--- src/hdl/rwc_params.svh ---
// Constants of the clock control block: offsets, field positions, reset values, counts.
// Assumes a 50 MHz system clock and an 8-bit asynchronous register port.
`ifndef RWC_PARAMS_SVH
`define RWC_PARAMS_SVH
`define RWC_CLK_HZ      50000000
`define RWC_RST_MIN_MS  40
`define RWC_RST_CYC     (`RWC_RST_MIN_MS * (`RWC_CLK_HZ / 1000))
`define RWC_WD_STEP_MS  10
`define RWC_WD_STEP_CYC (`RWC_WD_STEP_MS * (`RWC_CLK_HZ / 1000))
`define RWC_ADR_SEC     5'h00
`define RWC_ADR_MIN     5'h01
`define RWC_ADR_HOUR    5'h02
`define RWC_ADR_DAY     5'h03
`define RWC_ADR_DATE    5'h04
`define RWC_ADR_AL_SEC  5'h08
`define RWC_ADR_AL_MIN  5'h09
`define RWC_ADR_AL_HOUR 5'h0a
`define RWC_ADR_AL_DD   5'h0b
`define RWC_ADR_WD_LO   5'h0c
`define RWC_ADR_WD_HI   5'h0d
`define RWC_ADR_FLAGS   5'h0e
`define RWC_ADR_CTL_B   5'h0f
`define RWC_ADR_CTL_A   5'h10
`define RWC_CB_TE       7
`define RWC_CB_WDS      5
`define RWC_CB_WDE      4
`define RWC_CB_KIE      2
`define RWC_CB_TPE      1
`define RWC_CB_TIE      0
`define RWC_CA_OSC_N    7
`define RWC_CA_SQW_N    6
`define RWC_FL_IRQ      7
`define RWC_FL_WD       1
`define RWC_FL_AL       0
`define RWC_AL_MASK     7
`define RWC_AL_DYDT     6
`define RWC_CTL_A_RST   8'h00
`define RWC_CTL_B_RST   8'h80
`endif

--- src/hdl/rwc_pkg.sv ---
// Types shared by the clock control block.
// Assumes rwc_params.svh supplies the numeric constants.
package rwc_pkg;
    // Asynchronous register port pins, sampled on the system clock.
    typedef struct packed {
        logic       cs_n;
        logic       oe_n;
        logic       we_n;
        logic [4:0] addr;
        logic [7:0] dq_i;
    } rwc_bus_s;
    // Time of day and date, BCD, 24-hour.
    typedef struct packed {
        logic [7:0] sec;
        logic [7:0] min;
        logic [7:0] hour;
        logic [7:0] day;
        logic [7:0] date;
    } rwc_time_s;
    typedef struct packed {
        rwc_time_s  ext;
        logic [7:0] al_sec;
        logic [7:0] al_min;
        logic [7:0] al_hour;
        logic [7:0] al_dd;
        logic [7:0] wd_lo;
        logic [7:0] wd_hi;
        logic [7:0] ctl_a;
        logic [7:0] ctl_b;
        logic       fl_al;
        logic       fl_wd;
        logic       fl_irq;
        logic       wr_act;
        logic [4:0] wr_addr;
        logic [7:0] wr_data;
        logic       flag_rd;
        logic [7:0] dq;
        logic       ld;
        logic       wd_reload;
    } rwc_main_s;
    typedef struct packed {
        logic [15:0] cnt;
        logic [31:0] pre;
        logic        tmo;
    } rwc_wdog_s;
    typedef struct packed {
        logic [31:0] cnt;
        logic        act;
    } rwc_stretch_s;
endpackage

--- src/hdl/rwc_ctl.sv ---
// Control logic of a battery-backed clock: register port, time buffers, alarm, watchdog.
// Assumes an external calendar supplies int_time with sec_tick and accepts time_load.
`timescale 1ns/1ps
`default_nettype none
`include "rwc_params.svh"
module rwc_ctl #(
    parameter int RST_CYC  = `RWC_RST_CYC,
    parameter int TICK_CYC = `RWC_WD_STEP_CYC
) (
    input  wire logic              clk_sys,
    input  wire logic              rst,
    input  wire logic              power_ok,
    input  wire rwc_pkg::rwc_bus_s bus,
    input  wire rwc_pkg::rwc_time_s int_time,
    input  wire logic              sec_tick,
    output logic [7:0]             dq_o,
    output logic                   dq_oe,
    output logic                   irq_n_o,
    output logic                   irq_n_oe,
    output logic                   power_on_out_n_o,
    output logic                   power_on_out_n_oe,
    output logic                   rst_n_o,
    output logic                   rst_n_oe,
    output logic                   osc_run,
    output logic                   sqw_enable,
    output logic                   time_load,
    output rwc_pkg::rwc_time_s     time_load_val
);
    rwc_pkg::rwc_main_s q;
    rwc_pkg::rwc_main_s d;
    logic               act_wr;
    logic               act_rd;
    logic               wr;
    logic               flag_rd;
    logic               flag_clr;
    logic [3:0]         al_mode;
    logic               hit;
    logic               al_hit;
    logic               tmo;
    logic               wd_irq;
    logic               wd_rst;
    logic               te;
    logic               alarm_irq_enable;
    logic               alarm_power_enable;
    logic               watchdog_enable_bit;
    logic               watchdog_steering;
    logic               sm;
    logic               mm;
    logic               hm;
    logic               dm;

    // ==========================================================
    // Register port decode.
    assign act_wr   = power_ok && !bus.cs_n && !bus.we_n;
    assign act_rd   = power_ok && !bus.cs_n && bus.we_n && !bus.oe_n;
    assign wr       = q.wr_act && !act_wr && power_ok;
    assign flag_rd  = act_rd && (bus.addr == `RWC_ADR_FLAGS);
    assign flag_clr = q.flag_rd && !flag_rd;

    assign te  = q.ctl_b[`RWC_CB_TE];
    assign alarm_irq_enable = q.ctl_b[`RWC_CB_TIE];
    assign alarm_power_enable = q.ctl_b[`RWC_CB_TPE];
    assign watchdog_enable_bit = q.ctl_b[`RWC_CB_WDE];
    assign watchdog_steering = q.ctl_b[`RWC_CB_WDS];

    // ==========================================================
    // Alarm compare.
    assign al_mode = {q.al_dd[`RWC_AL_MASK], q.al_hour[`RWC_AL_MASK],
                      q.al_min[`RWC_AL_MASK], q.al_sec[`RWC_AL_MASK]};
    assign sm = (int_time.sec[6:0] == q.al_sec[6:0]);
    assign mm = (int_time.min[6:0] == q.al_min[6:0]);
    assign hm = (int_time.hour[5:0] == q.al_hour[5:0]);
    assign dm = q.al_dd[`RWC_AL_DYDT] ? (int_time.day[2:0] == q.al_dd[2:0])
                                      : (int_time.date[5:0] == q.al_dd[5:0]);

    always_comb begin
        case (al_mode)
            4'b1111: hit = 1'b1;
            4'b1110: hit = sm;
            4'b1100: hit = sm && mm;
            4'b1000: hit = sm && mm && hm;
            4'b0000: hit = sm && mm && hm && dm;
            default: hit = 1'b1;
        endcase
    end

    assign al_hit = sec_tick && hit;
    assign wd_irq = tmo && watchdog_enable_bit && !watchdog_steering;
    assign wd_rst = tmo && watchdog_enable_bit && watchdog_steering;

    // ==========================================================
    // Watchdog and reset stretcher.
    rwc_wdog #(
        .TICK_CYC(TICK_CYC)
    ) u_wdog (
        .clk_sys(clk_sys),
        .rst    (rst),
        .period ({q.wd_hi, q.wd_lo}),
        .reload (q.wd_reload),
        .tmo    (tmo)
    );

    rwc_stretch #(
        .RST_CYC(RST_CYC)
    ) u_stretch (
        .clk_sys(clk_sys),
        .rst    (rst),
        .hold   (!power_ok),
        .trig   (wd_rst),
        .act    (rst_n_oe)
    );

    // ==========================================================
    // Next state.
    always_comb begin
        d           = q;
        d.wr_act    = act_wr;
        d.flag_rd   = flag_rd;
        d.ld        = 1'b0;
        d.wd_reload = 1'b0;
        if (act_wr) begin
            d.wr_addr = bus.addr;
            d.wr_data = bus.dq_i;
        end
        if (sec_tick && te) begin
            d.ext = int_time;
        end
        if (wr) begin
            case (q.wr_addr)
                `RWC_ADR_SEC:     d.ext.sec  = q.wr_data;
                `RWC_ADR_MIN:     d.ext.min  = q.wr_data;
                `RWC_ADR_HOUR:    d.ext.hour = q.wr_data;
                `RWC_ADR_DAY:     d.ext.day  = q.wr_data;
                `RWC_ADR_DATE:    d.ext.date = q.wr_data;
                `RWC_ADR_AL_SEC:  d.al_sec   = q.wr_data;
                `RWC_ADR_AL_MIN:  d.al_min   = q.wr_data;
                `RWC_ADR_AL_HOUR: d.al_hour  = q.wr_data;
                `RWC_ADR_AL_DD:   d.al_dd    = q.wr_data;
                `RWC_ADR_WD_LO: begin
                    d.wd_lo     = q.wr_data;
                    d.wd_reload = 1'b1;
                end
                `RWC_ADR_WD_HI: begin
                    d.wd_hi     = q.wr_data;
                    d.wd_reload = 1'b1;
                end
                `RWC_ADR_CTL_B: begin
                    d.ctl_b = q.wr_data;
                    if (te && !q.wr_data[`RWC_CB_TE]) begin
                        d.ext = int_time;
                    end
                    if (!te && q.wr_data[`RWC_CB_TE]) begin
                        d.ld = 1'b1;
                    end
                end
                `RWC_ADR_CTL_A:   d.ctl_a    = q.wr_data;
                default: begin
                end
            endcase
        end
        if (wd_rst) begin
            d.ctl_b[`RWC_CB_WDE] = 1'b0;
        end
        d.fl_al  = (q.fl_al && !flag_clr) || al_hit;
        d.fl_wd  = (q.fl_wd && !flag_clr) || tmo;
        d.fl_irq = (q.fl_irq && !flag_clr) || (al_hit && alarm_irq_enable) || wd_irq;
        case (bus.addr)
            `RWC_ADR_SEC:     d.dq = q.ext.sec;
            `RWC_ADR_MIN:     d.dq = q.ext.min;
            `RWC_ADR_HOUR:    d.dq = q.ext.hour;
            `RWC_ADR_DAY:     d.dq = q.ext.day;
            `RWC_ADR_DATE:    d.dq = q.ext.date;
            `RWC_ADR_AL_SEC:  d.dq = q.al_sec;
            `RWC_ADR_AL_MIN:  d.dq = q.al_min;
            `RWC_ADR_AL_HOUR: d.dq = q.al_hour;
            `RWC_ADR_AL_DD:   d.dq = q.al_dd;
            `RWC_ADR_WD_LO:   d.dq = q.wd_lo;
            `RWC_ADR_WD_HI:   d.dq = q.wd_hi;
            `RWC_ADR_FLAGS:   d.dq = {q.fl_irq, 5'h00, q.fl_wd, q.fl_al};
            `RWC_ADR_CTL_B:   d.dq = q.ctl_b;
            `RWC_ADR_CTL_A:   d.dq = q.ctl_a;
            default:          d.dq = 8'h00;
        endcase
    end

    always_ff @(posedge clk_sys or posedge rst) begin
        if (rst) begin
            q       <= '0;
            q.ctl_a <= `RWC_CTL_A_RST;
            q.ctl_b <= `RWC_CTL_B_RST;
        end else begin
            q <= d;
        end
    end

    // ==========================================================
    // Outputs.
    assign dq_o              = q.dq;
    assign dq_oe             = act_rd;
    assign irq_n_o           = 1'b0;
    assign irq_n_oe          = q.fl_irq && power_ok;
    assign power_on_out_n_o  = 1'b0;
    assign power_on_out_n_oe = q.fl_al && alarm_power_enable;
    assign rst_n_o           = 1'b0;
    assign osc_run           = !q.ctl_a[`RWC_CA_OSC_N];
    assign sqw_enable        = !q.ctl_a[`RWC_CA_SQW_N];
    assign time_load         = q.ld;
    assign time_load_val     = q.ext;
endmodule
`default_nettype wire

--- src/hdl/rwc_stretch.sv ---
// Reset stretcher: holds its output while hold is high, then for RST_CYC cycles more.
// Assumes hold and trig are synchronous to clk_sys.
`timescale 1ns/1ps
`default_nettype none
`include "rwc_params.svh"
module rwc_stretch #(
    parameter int RST_CYC = `RWC_RST_CYC
) (
    input  wire logic clk_sys,
    input  wire logic rst,
    input  wire logic hold,
    input  wire logic trig,
    output logic      act
);
    rwc_pkg::rwc_stretch_s q;
    rwc_pkg::rwc_stretch_s d;

    // ==========================================================
    // Countdown after the last hold or trigger.
    always_comb begin
        d = q;
        if (hold || trig) begin
            d.cnt = 32'(RST_CYC);
        end else if (q.cnt != 32'h0000_0000) begin
            d.cnt = q.cnt - 32'h0000_0001;
        end
        d.act = (d.cnt != 32'h0000_0000);
    end

    always_ff @(posedge clk_sys or posedge rst) begin
        if (rst) begin
            q.cnt <= 32'(RST_CYC);
            q.act <= 1'b1;
        end else begin
            q <= d;
        end
    end

    assign act = q.act;
endmodule
`default_nettype wire

--- src/hdl/rwc_wdog.sv ---
// BCD watchdog counter stepping at a 10 ms tick; pulses tmo on expiry.
// Assumes period is stable except around a reload pulse.
`timescale 1ns/1ps
`default_nettype none
`include "rwc_params.svh"
module rwc_wdog #(
    parameter int TICK_CYC = `RWC_WD_STEP_CYC
) (
    input  wire logic        clk_sys,
    input  wire logic        rst,
    input  wire logic [15:0] period,
    input  wire logic        reload,
    output logic             tmo
);
    rwc_pkg::rwc_wdog_s q;
    rwc_pkg::rwc_wdog_s d;
    logic               tick;

    // ==========================================================
    // Four-digit BCD decrement.
    function automatic logic [15:0] bcd_dec(input logic [15:0] v);
        logic [15:0] r;
        logic        b;
        r = v;
        b = 1'b1;
        for (int i = 0; i < 4; i++) begin
            if (b) begin
                if (r[4*i +: 4] == 4'h0) begin
                    r[4*i +: 4] = 4'h9;
                end else begin
                    r[4*i +: 4] = r[4*i +: 4] - 4'h1;
                    b = 1'b0;
                end
            end
        end
        return r;
    endfunction

    assign tick = (q.pre == 32'(TICK_CYC - 1));

    always_comb begin
        d     = q;
        d.tmo = 1'b0;
        d.pre = tick ? 32'h0000_0000 : q.pre + 32'h0000_0001;
        if (reload || period == 16'h0000) begin
            d.cnt = period;
            d.pre = 32'h0000_0000;
        end else if (tick) begin
            if (q.cnt <= 16'h0001) begin
                d.tmo = 1'b1;
                d.cnt = period;
            end else begin
                d.cnt = bcd_dec(q.cnt);
            end
        end
    end

    always_ff @(posedge clk_sys or posedge rst) begin
        if (rst) begin
            q <= '0;
        end else begin
            q <= d;
        end
    end

    assign tmo = q.tmo;
endmodule
`default_nettype wire

--- config.mk ---
export PLATFORM = sky130hd
export DESIGN_NAME = rwc_ctl
export DESIGN_NICKNAME = d
export VERILOG_FILES = /design/src/hdl/rwc_pkg.sv /design/src/hdl/rwc_ctl.sv /design/src/hdl/rwc_stretch.sv /design/src/hdl/rwc_wdog.sv
export VERILOG_INCLUDE_DIRS = /design/src /design/src/hdl
export SDC_FILE = /design/constraint.sdc
export NUM_CORES = 1
export LEC_CHECK = 0
export ABC_AREA = 0
export BUFFER_PORTS_ARGS = -buffer_cell sky130_fd_sc_hd__buf_2
export CAP_MARGIN = 20
export CORE_ASPECT_RATIO = 2
export CORE_MARGIN = 4
export CORE_UTILIZATION = 60
export CTS_BUF_LIST = sky130_fd_sc_hd__clkbuf_16
export CTS_CLUSTER_DIAMETER = 200
export DETAILED_ROUTE_END_ITERATION = 8
export GPL_TIMING_DRIVEN = 0
export PLACE_DENSITY = 0.85
export REMOVE_ABC_BUFFERS = 1
export SLEW_MARGIN = 0
export SYNTH_ARGS = -nofsm -noshare
export SYNTH_HDL_FRONTEND = slang
export SYNTH_SLANG_ARGS = --single-unit
--- constraint.sdc ---
create_clock -name clk_sys -period 16.18 [get_ports clk_sys]
set_input_delay 0.809 -clock clk_sys [delete_from_list [all_inputs] [get_ports clk_sys]]
set_output_delay 0.809 -clock clk_sys [all_outputs]
set_load 0.01 [all_outputs]
-- After elaboration in Yosys (flattened, before gate mapping)
Cells that the tools add are included.
- bits in registers: 214
- word-level logic and storage cells: 199
- $add $sub $neg: 6
- magnitude comparators: 1
- eq/ne operators: 34
- multiplexer cells: 55
- reductions and logical operators: 71
- operators with widths (cell ; count):
    two-way mux 32 bit ; 4
    case mux 8 bit (14 select lines) ; 1
    two-way mux 104 bit ; 1
    two-way mux 40 bit ; 2
    case mux 8 bit (2 select lines) ; 5
    == test 5 x 4 -> 1 bit, second input constant ; 15
    two-way mux 8 bit ; 8
    nonzero test 32 bit ; 2
    two-way mux 16 bit ; 3
    adder 32 x 1 -> 32 bit, second input constant ; 1
    == test 32 x 19 -> 1 bit, second input constant ; 1
    subtractor 32 x 1 -> 32 bit, second input constant ; 1
    two-way mux 4 bit ; 7
    logical AND 1 bit ; 24
    AND reduction 2 bit ; 12
    two-way mux 1 bit ; 22
    == test 5 x 2 -> 1 bit, second input constant ; 4
    logical NOT 4 bit ; 5
    <= comparator 16 x 1 -> 1 bit, second input constant ; 1
    logical NOT 16 bit ; 1
    subtractor 4 x 1 -> 4 bit, second input constant ; 4
    == test 7 bit ; 2
    == test 4 bit, second input constant ; 3
    == test 6 bit ; 2
    other kinds (12) ; 36

-- Depth between registers and ports, before layout
Gate-level depths: netlist of the first run.
- depth after elaboration: 17
- mapped depth: 12

-- Hierarchy
Synthesis of the first run repeated with hierarchy kept, for this count alone.
- cell total of the unflattened synthesis: 1225
- area total of the unflattened synthesis: 12263.0 µm²
- by module, submodules not included (module ; instances ; cells each ; area each (µm²) ; sequential area each (µm²)):
    rwc_ctl ; 1 ; 716 ; 7432.1 ; 3304.4
    rwc_wdog ; 1 ; 302 ; 2845.2 ; 1226.2
    rwc_stretch ; 1 ; 207 ; 1985.7 ; 835.8

-- Worst setup path after synthesis of the first run
OpenSTA, ideal clock, no wires.
- path kind: register -> register
- start point: reg u_stretch.q[3] (netlist name)
- end point: reg, netlist name u_stretch.act
- library setup time: 94 ps
- data arrival time: 3332 ps
- setup slack: 12754 ps
- stages on the path, launching flop included: 10
- period minus slack after synthesis: 3426 ps
- cell sequence: dfrtp_1 or4_4 or3_1 or3_1 buf_2 or3_1 nor4b_1 xor2_1 a211o_1 or4_1
- RTL lines (what ; RTL line ; RTL):
    start: declaration ; rwc_stretch.sv:15 ; rwc_pkg::rwc_stretch_s q;

==> results of run 1 <==
==> cell families (layout without fill, tap and decap cells) <==
group           Yosys count  count (layout)
compound gates          224             224
xor+xnor                 72              72
fa+ha+maj                 7               7
buf+inv                 130             185
flops                   214             214
mux                     121             121
other cells               1               3
simple gates            443             443
==> metal layers <==
layer	GRT usage (%)	up-vias
met5	0	-
met4	25.6	0
met3	4.33	189
met2	56.9	525
met1	33.8	4944
li1	-	4510
==> flip-flops by register name, indices dropped and copies added (netlist names) <==
register / cells
q: 77
u_wdog.q: 48
time_load_val: 40
u_stretch.q: 32
dq_o: 8
al_mode: 4
alarm_irq_enable: 1
alarm_power_enable: 1
time_load: 1
u_stretch.act: 1
u_wdog.tmo: 1
==> worst max-delay path, stage by stage, from the launching register on <==
cell	delay [ps]
dfrtp_1	430
inv_1	100
ha_1	200
or4b_1	530
or4_4	590
o31ai_1	450
buf_4	260
or3_1	110
a21oi_1	70
a211oi_1	320
nand4_1	200
or4_1	460
==> worst min-delay path by stage <==
| stage | startpoint | endpoint | slack, ps | cells after the start |
|---|---|---|---|---|
| after CTS | rst | u_stretch.q[17]$_DFF_PP0_ | 400 | 2 |
| after global placement | q[34]$_DFFE_PP0P_ | q[34]$_DFFE_PP0P_ | 460 | 2 |
| final | rst | time_load_val[39]$_DFF_PP0_ | 380 | 2 |
| after detailed placement | q[30]$_DFFE_PP0P_ | q[30]$_DFFE_PP0P_ | 470 | 2 |
| after global routing | rst | u_stretch.q[1]$_DFF_PP0_ | 420 | 2 |
| after floorplan | q[26]$_DFF_PP0_ | q[26]$_DFF_PP0_ | 440 | 1 |
==> where the power goes <==
part | switching (uW) | total [uW] | leakage (uW) | internal (uW)
clock | 209 | 492 | 0.000347 | 283
combinational | 289 | 489 | 0.00294 | 200
sequential | 138 | 763 | 0.00287 | 625
total | 635 | 1740 | 0.00616 | 1110
==> stage by stage <==
stage	setup WS (ps)	area [um2]	util (%)	power [uW]
after detailed placement	12420	12500	64.0	1250
after floorplan	9530	11300	-	1030
after global placement	7310	12200	62.8	1210
after global routing	12220	13100	67.6	1830
final	12360	13100	67.6	1740
after CTS	12400	13100	67.4	1740
==> synthesized netlist by cell type, types with 18 or more instances <==
cell	number
dfrtp_1	205
nand2_1	149
nor2_1	93
mux2_2	70
buf_4	51
mux2i_1	51
clkbuf_1	50
nor3_1	38
xnor2_1	37
o211ai_1	36
xor2_1	35
o311ai_0	32
nand3_1	28
a21oi_1	26
o21ai_0	26
nor4_1	24
nand4_1	23
inv_1	19
or3_1	18
==> layout make-up <==
type	count	area (um2)
clock buffers	21	526
clock inverters	15	148
fillers	1569	6310
inverters	19	78.8
multi-input cells	870	5930
flip-flops and latches	214	5370
well taps	259	324
repair buffers	130	776
==> impl_metrics.ini, run 1 <==
[sta]
whs_ps = 379
min_period_ps = 3820
slew_violations = 0
relSlewSlack_pct = 33.0
hold_viol = 0
fin_tns_setup_ps = 0
tightest_slew_ps = 998
post-route-period-util_pct = 23.6
rsz0062_at_grt = false
fmax_mhz = 262
finalSetupViolCount = 0
fin_skew_ps = 8.56

[floorplanning]
core_mm2 = 0.0195
rows = 72
die_area_mm2 = 0.0224
num_io_pins = 118
die_h_um = 207
die_w_um = 108
start_util_pct = 61.4

[run]
maxCapViolCount = 0

[worst_setup_path]
worstPathMaxFanout = 9
start_kind = flop
r2r-end = u_stretch.act$_DFF_PP1_
r2r_slack_ps = 12360
crit_end = u_stretch.act$_DFF_PP1_
reg2regPathDepth = 11
path_class = flop to flop
cp-end-kind = flop
cp.required_ps = 16590
worst-endpoint-arrival_ps = 4230
critPathLaunch = u_stretch.q[1]$_DFF_PP0_
reg2reg_from = u_stretch.q[1]$_DFF_PP0_

[yosys]
ys_warn_count = 0
yosys.area.top_type_share_pct = 43.0
async_flop_share_pct = 100
synth_compound_gate_area_share_pct = 14.1
synth.avg_cell_area_um2 = 9.85
synth-seq-cells = 214
yosys.area_share.simple_pct = 18.3
synth_top_family_by_area = simple AND/OR/NAND/NOR gates
ys_types = 70
synthTopCellsByArea = dfrtp_1 (43%), mux2_2 (6.6%), nand2_1 (4.7%), mux2i_1 (4.3%), buf_4 (3.2%)
synth_top_area_cell = dfrtp_1
synthAdderAreaFrac_pct = 0.734
synthMuxAreaShare_pct = 10.9
seq_area_frac_synth_pct = 44.9
synthFlopType = dfrtp_1
syn_inst = 1212
syn_area_mm2 = 0.0119
synth_enable_flop_cells = 0
synth_xor_area_share_pct = 5.28

[power]
ir_worst_vdd_v = 0.000101
pwr_density_cell_mw_per_mm2 = 133
p_leak_uw = 0.00616

[finish]
diodes = 0
num-nets-final = 1322
syn_to_final_growth_pct = 10.1
drive_gt1_share_pct = 20.7
final_cell_mix = dfrtp_1 (205), nand2_1 (148), buf_2 (117), nor2_1 (92), mux2_2 (70)
final_common_cell = dfrtp_1
final_cells = 1528

[clock_tree]
cts.hold.buffers_added = 0
cts_sinks = 214
path_clk_slew_ps = 70
cts_root_buf = clkbuf_16
cts_buffers = 20
h-tree-depth = 1
cts_resized = 0
worst_skew_pair.late_latency_ps = 510
max-clock-path-buffers = 3
post_cts_buffers = 0
cts_tree = done

[detailed_routing]
drc = 0
wl_met3_um = 2170
top_layer = met4
postRouteAntennaNets = 0
drt_wl_total_um = 36000
dr.first_iter.drc_count = 616
firstDrtPassIters = 7
wire_per_inst_um = 23.5
viasPerCell = 6.65
num_vias = 10200
drt-met1-wl_um = 11600
wl_met2_um = 18800

[global_routing]
antenna_found_initial = 0
grt_pass1_vias = 10600
grtUsageTotal_pct = 32.5
grt_remaining_overflow = 0
grt_max_degree = 136
grt_pass1_wl_um = 56900

[place]
gp_congestion = 1.00
dp.cells = 1489
dpl.hpwl_um = 26400
place.port_buffers = 114

[run_status]
status = complete, no violations

[hold_path]
min_path_type = primary input to asynchronous set/reset pin
Power figures use the tool's default switching activity.
==> run 2: changes to the inputs <==
--- a/config.mk
+++ b/config.mk
@@ -11,12 +11,12 @@
 export CAP_MARGIN = 20
 export CORE_ASPECT_RATIO = 2
 export CORE_MARGIN = 4
-export CORE_UTILIZATION = 60
+export CORE_UTILIZATION = 54
 export CTS_BUF_LIST = sky130_fd_sc_hd__clkbuf_16
 export CTS_CLUSTER_DIAMETER = 200
 export DETAILED_ROUTE_END_ITERATION = 8
 export GPL_TIMING_DRIVEN = 0
-export PLACE_DENSITY = 0.85
+export PLACE_DENSITY = 0.81
 export REMOVE_ABC_BUFFERS = 1
 export SLEW_MARGIN = 0
 export SYNTH_ARGS = -nofsm -noshare
==> constraint.sdc (replaced) <==
create_clock -name clk_sys -period 3.2 [get_ports clk_sys]
set_input_delay 0.16 -clock clk_sys [delete_from_list [all_inputs] [get_ports clk_sys]]
set_output_delay 0.16 -clock clk_sys [all_outputs]
set_load 0.01 [all_outputs]
==> run 2 against run 1 <==
Count of clock-buffer cells in the layout is the same. Clock skew is 9.9 ps higher. Global-route usage down 1.9 points. Power grew to 5.2 times the previous value. Die area up 10%. Non-clock buffer count increased by 62. Highest routed layer unchanged. Register-to-register slack lost 13000 ps. Largest cell class unchanged. Sequential power rose to 5.1 times the previous value. Flip-flop and latch count did not move. The run now ends with setup timing left. Utilization shrank 3.5 points.
==> impl_metrics.ini, run 2 (synthesized netlist as in run 1, its figures left out) <==
[global_routing]
grt_max_degree = 133
grt_pass1_wl_um = 58900
grt_remaining_overflow = 0
grtUsageTotal_pct = 30.6
antenna_found_initial = 0
grt_pass1_vias = 10500

[worst_setup_path]
start_kind = flop
critPathSlowestCell = or4_4
worst-endpoint-arrival_ps = 3840
critPathMaxStageDelay_ps = 620
crit_chain = inv_2 -> ha_4 -> or4b_4 -> or4_4 -> or3_4 -> nor4b_4 -> xor2_1 -> a211o_1 -> or4_4
r2r_slack_ps = -210
worstPathMaxFanout = 6
critPathMostFrequentCell = or4_4
cp-end-kind = flop
cp.required_ps = 3630
path_class = flop to flop

[finish]
num-nets-final = 1385
final_cells = 1605
final_common_cell = dfrtp_1
final_cell_mix = dfrtp_1 (202), nand2_1 (148), buf_2 (120), nor2_1 (92), mux2_2 (70)
drive_gt1_share_pct = 23.3
largest-register = q
syn_to_final_growth_pct = 16.2
utilization_pct = 64.0
diodes = 0
largest_register_ff_count = 77

[clock_tree]
worst_skew_pair.late_latency_ps = 530
cts_sinks = 214
max-clock-path-buffers = 3
cts_root_buf = clkbuf_16
h-tree-depth = 1
cts_buffers = 21
path_clk_slew_ps = 70
cts_tree = done

[hold_path]
min_path_type = primary input to flop

[detailed_routing]
drt_wl_total_um = 37800
dr.first_iter.drc_count = 723
viasPerCell = 6.45
drc = 0
num_vias = 10400
firstDrtPassIters = 6
postRouteAntennaNets = 0
wire_per_inst_um = 23.5

[power]
p_leak_uw = 0.00646
ir_worst_vdd_v = 0.000576
power_uw = 8990
pwr_density_cell_mw_per_mm2 = 648

[place]
dpl.hpwl_um = 26800
dp.cells = 1504
place.port_buffers = 114
dp_slack_ps = -961
gp_congestion = 1.01

[run_status]
status = finished with violations
violations = setup timing

[sta]
relSlewSlack_pct = 29.7
min_period_ps = 3410
fin_skew_ps = 18.5
fin_tns_setup_ps = -208
rsz0062_at_grt = true
hold_viol = 0
slew_violations = 0
finalSetupViolCount = 1
layout_setup_ws_ps = -208
fmax_mhz = 293
tightest_slew_ps = 1050
post-route-period-util_pct = 106

[floorplanning]
start_util_pct = 55.1
die_h_um = 218
rows = 76
die_w_um = 113
core_mm2 = 0.0217
num_io_pins = 118
die_area_mm2 = 0.0247

[run]
maxCapViolCount = 0
==> run 2: cell count changes in the layout (fill, tap and decap cells not counted), moves of 3 or more <==
cell	delta
dlygate4sd3_1	+41
buf_4	+17
or3_1	-4
or3_4	+4
a21oi_1	-3
buf_2	+3
clkinv_2	+3
dfrtp_1	-3
dfrtp_2	+3
inv_1	-3
==> run 2: critical path: cells and delay by family (launching register included) <==
family	cells	cell delay, ps
buffers and inverters	1	80
XOR/XNOR	1	170
AO/OA/AOI/OAI	1	310
adder cells (fa/ha/maj)	1	140
AND/OR/NAND/NOR	5	2220
flip-flops	1	390
==> run 2: repair_timing <==
action / CTS / global route
hold endpoints to repair: 118 / 0
hold buffers: 41 / 0
buffers inserted: 12 / 11
pin swaps: 9 / 17
setup endpoints to repair: 13 / 8
resized for setup: 18 / 20
==> run 2: per-stage QoR <==
step | cell area (um2) | hold WS, ps
after floorplan | 11300 | 312
after global placement | 12200 | 392
after detailed placement | 12500 | 294
after CTS | 13700 | 4.73
after global routing | 13900 | 15.9
final | 13900 | 10.6
==> run 2: worst paths after layout <==
| kind | from | to | cells after the start |
|---|---|---|---|
| max | u_stretch.q[2]$_DFF_PP0_ | u_stretch.act$_DFF_PP1_ | 9 |
| min | int_time[37] | time_load_val[37]$_DFF_PP0_ | 3 |
| max reg2reg | u_stretch.q[2]$_DFF_PP0_ | u_stretch.act$_DFF_PP1_ | 9 |
| min reg2reg | q[30]$_DFFE_PP0P_ | q[30]$_DFFE_PP0P_ | 2 |
| max in group asynchronous | rst | u_wdog.q[45]$_DFFE_PP0P_ | 4 |
| min in group asynchronous | rst | u_stretch.q[29]$_DFF_PP0_ | 3 |
==> run 2: power by group <==
group          internal [uW]  total [uW]  switching (uW)
Combinational           1090        2600            1520
Clock                   1440        2520            1080
Sequential              3160        3860             700
==> run 2: cell type report <==
type                            count  area (um2)
Clock buffer                       21         526
Multi-Input combinational cell    870        6090
Sequential cell                   214        5370
Timing Repair Buffer              192        1320
Inverter                           19        78.8
Clock inverter                     16         151
Fill cell                        1741        7800
Tap cell                          273         342
==> run 2: metal layers <==
metal	vias up	GRT usage (%)	part of all wire, %
met5	-	0	0
met4	0	23.9	9.7
met3	182	3.88	5.3
met2	468	54.7	52
met1	5074	31.6	33
li1	4626	-	-
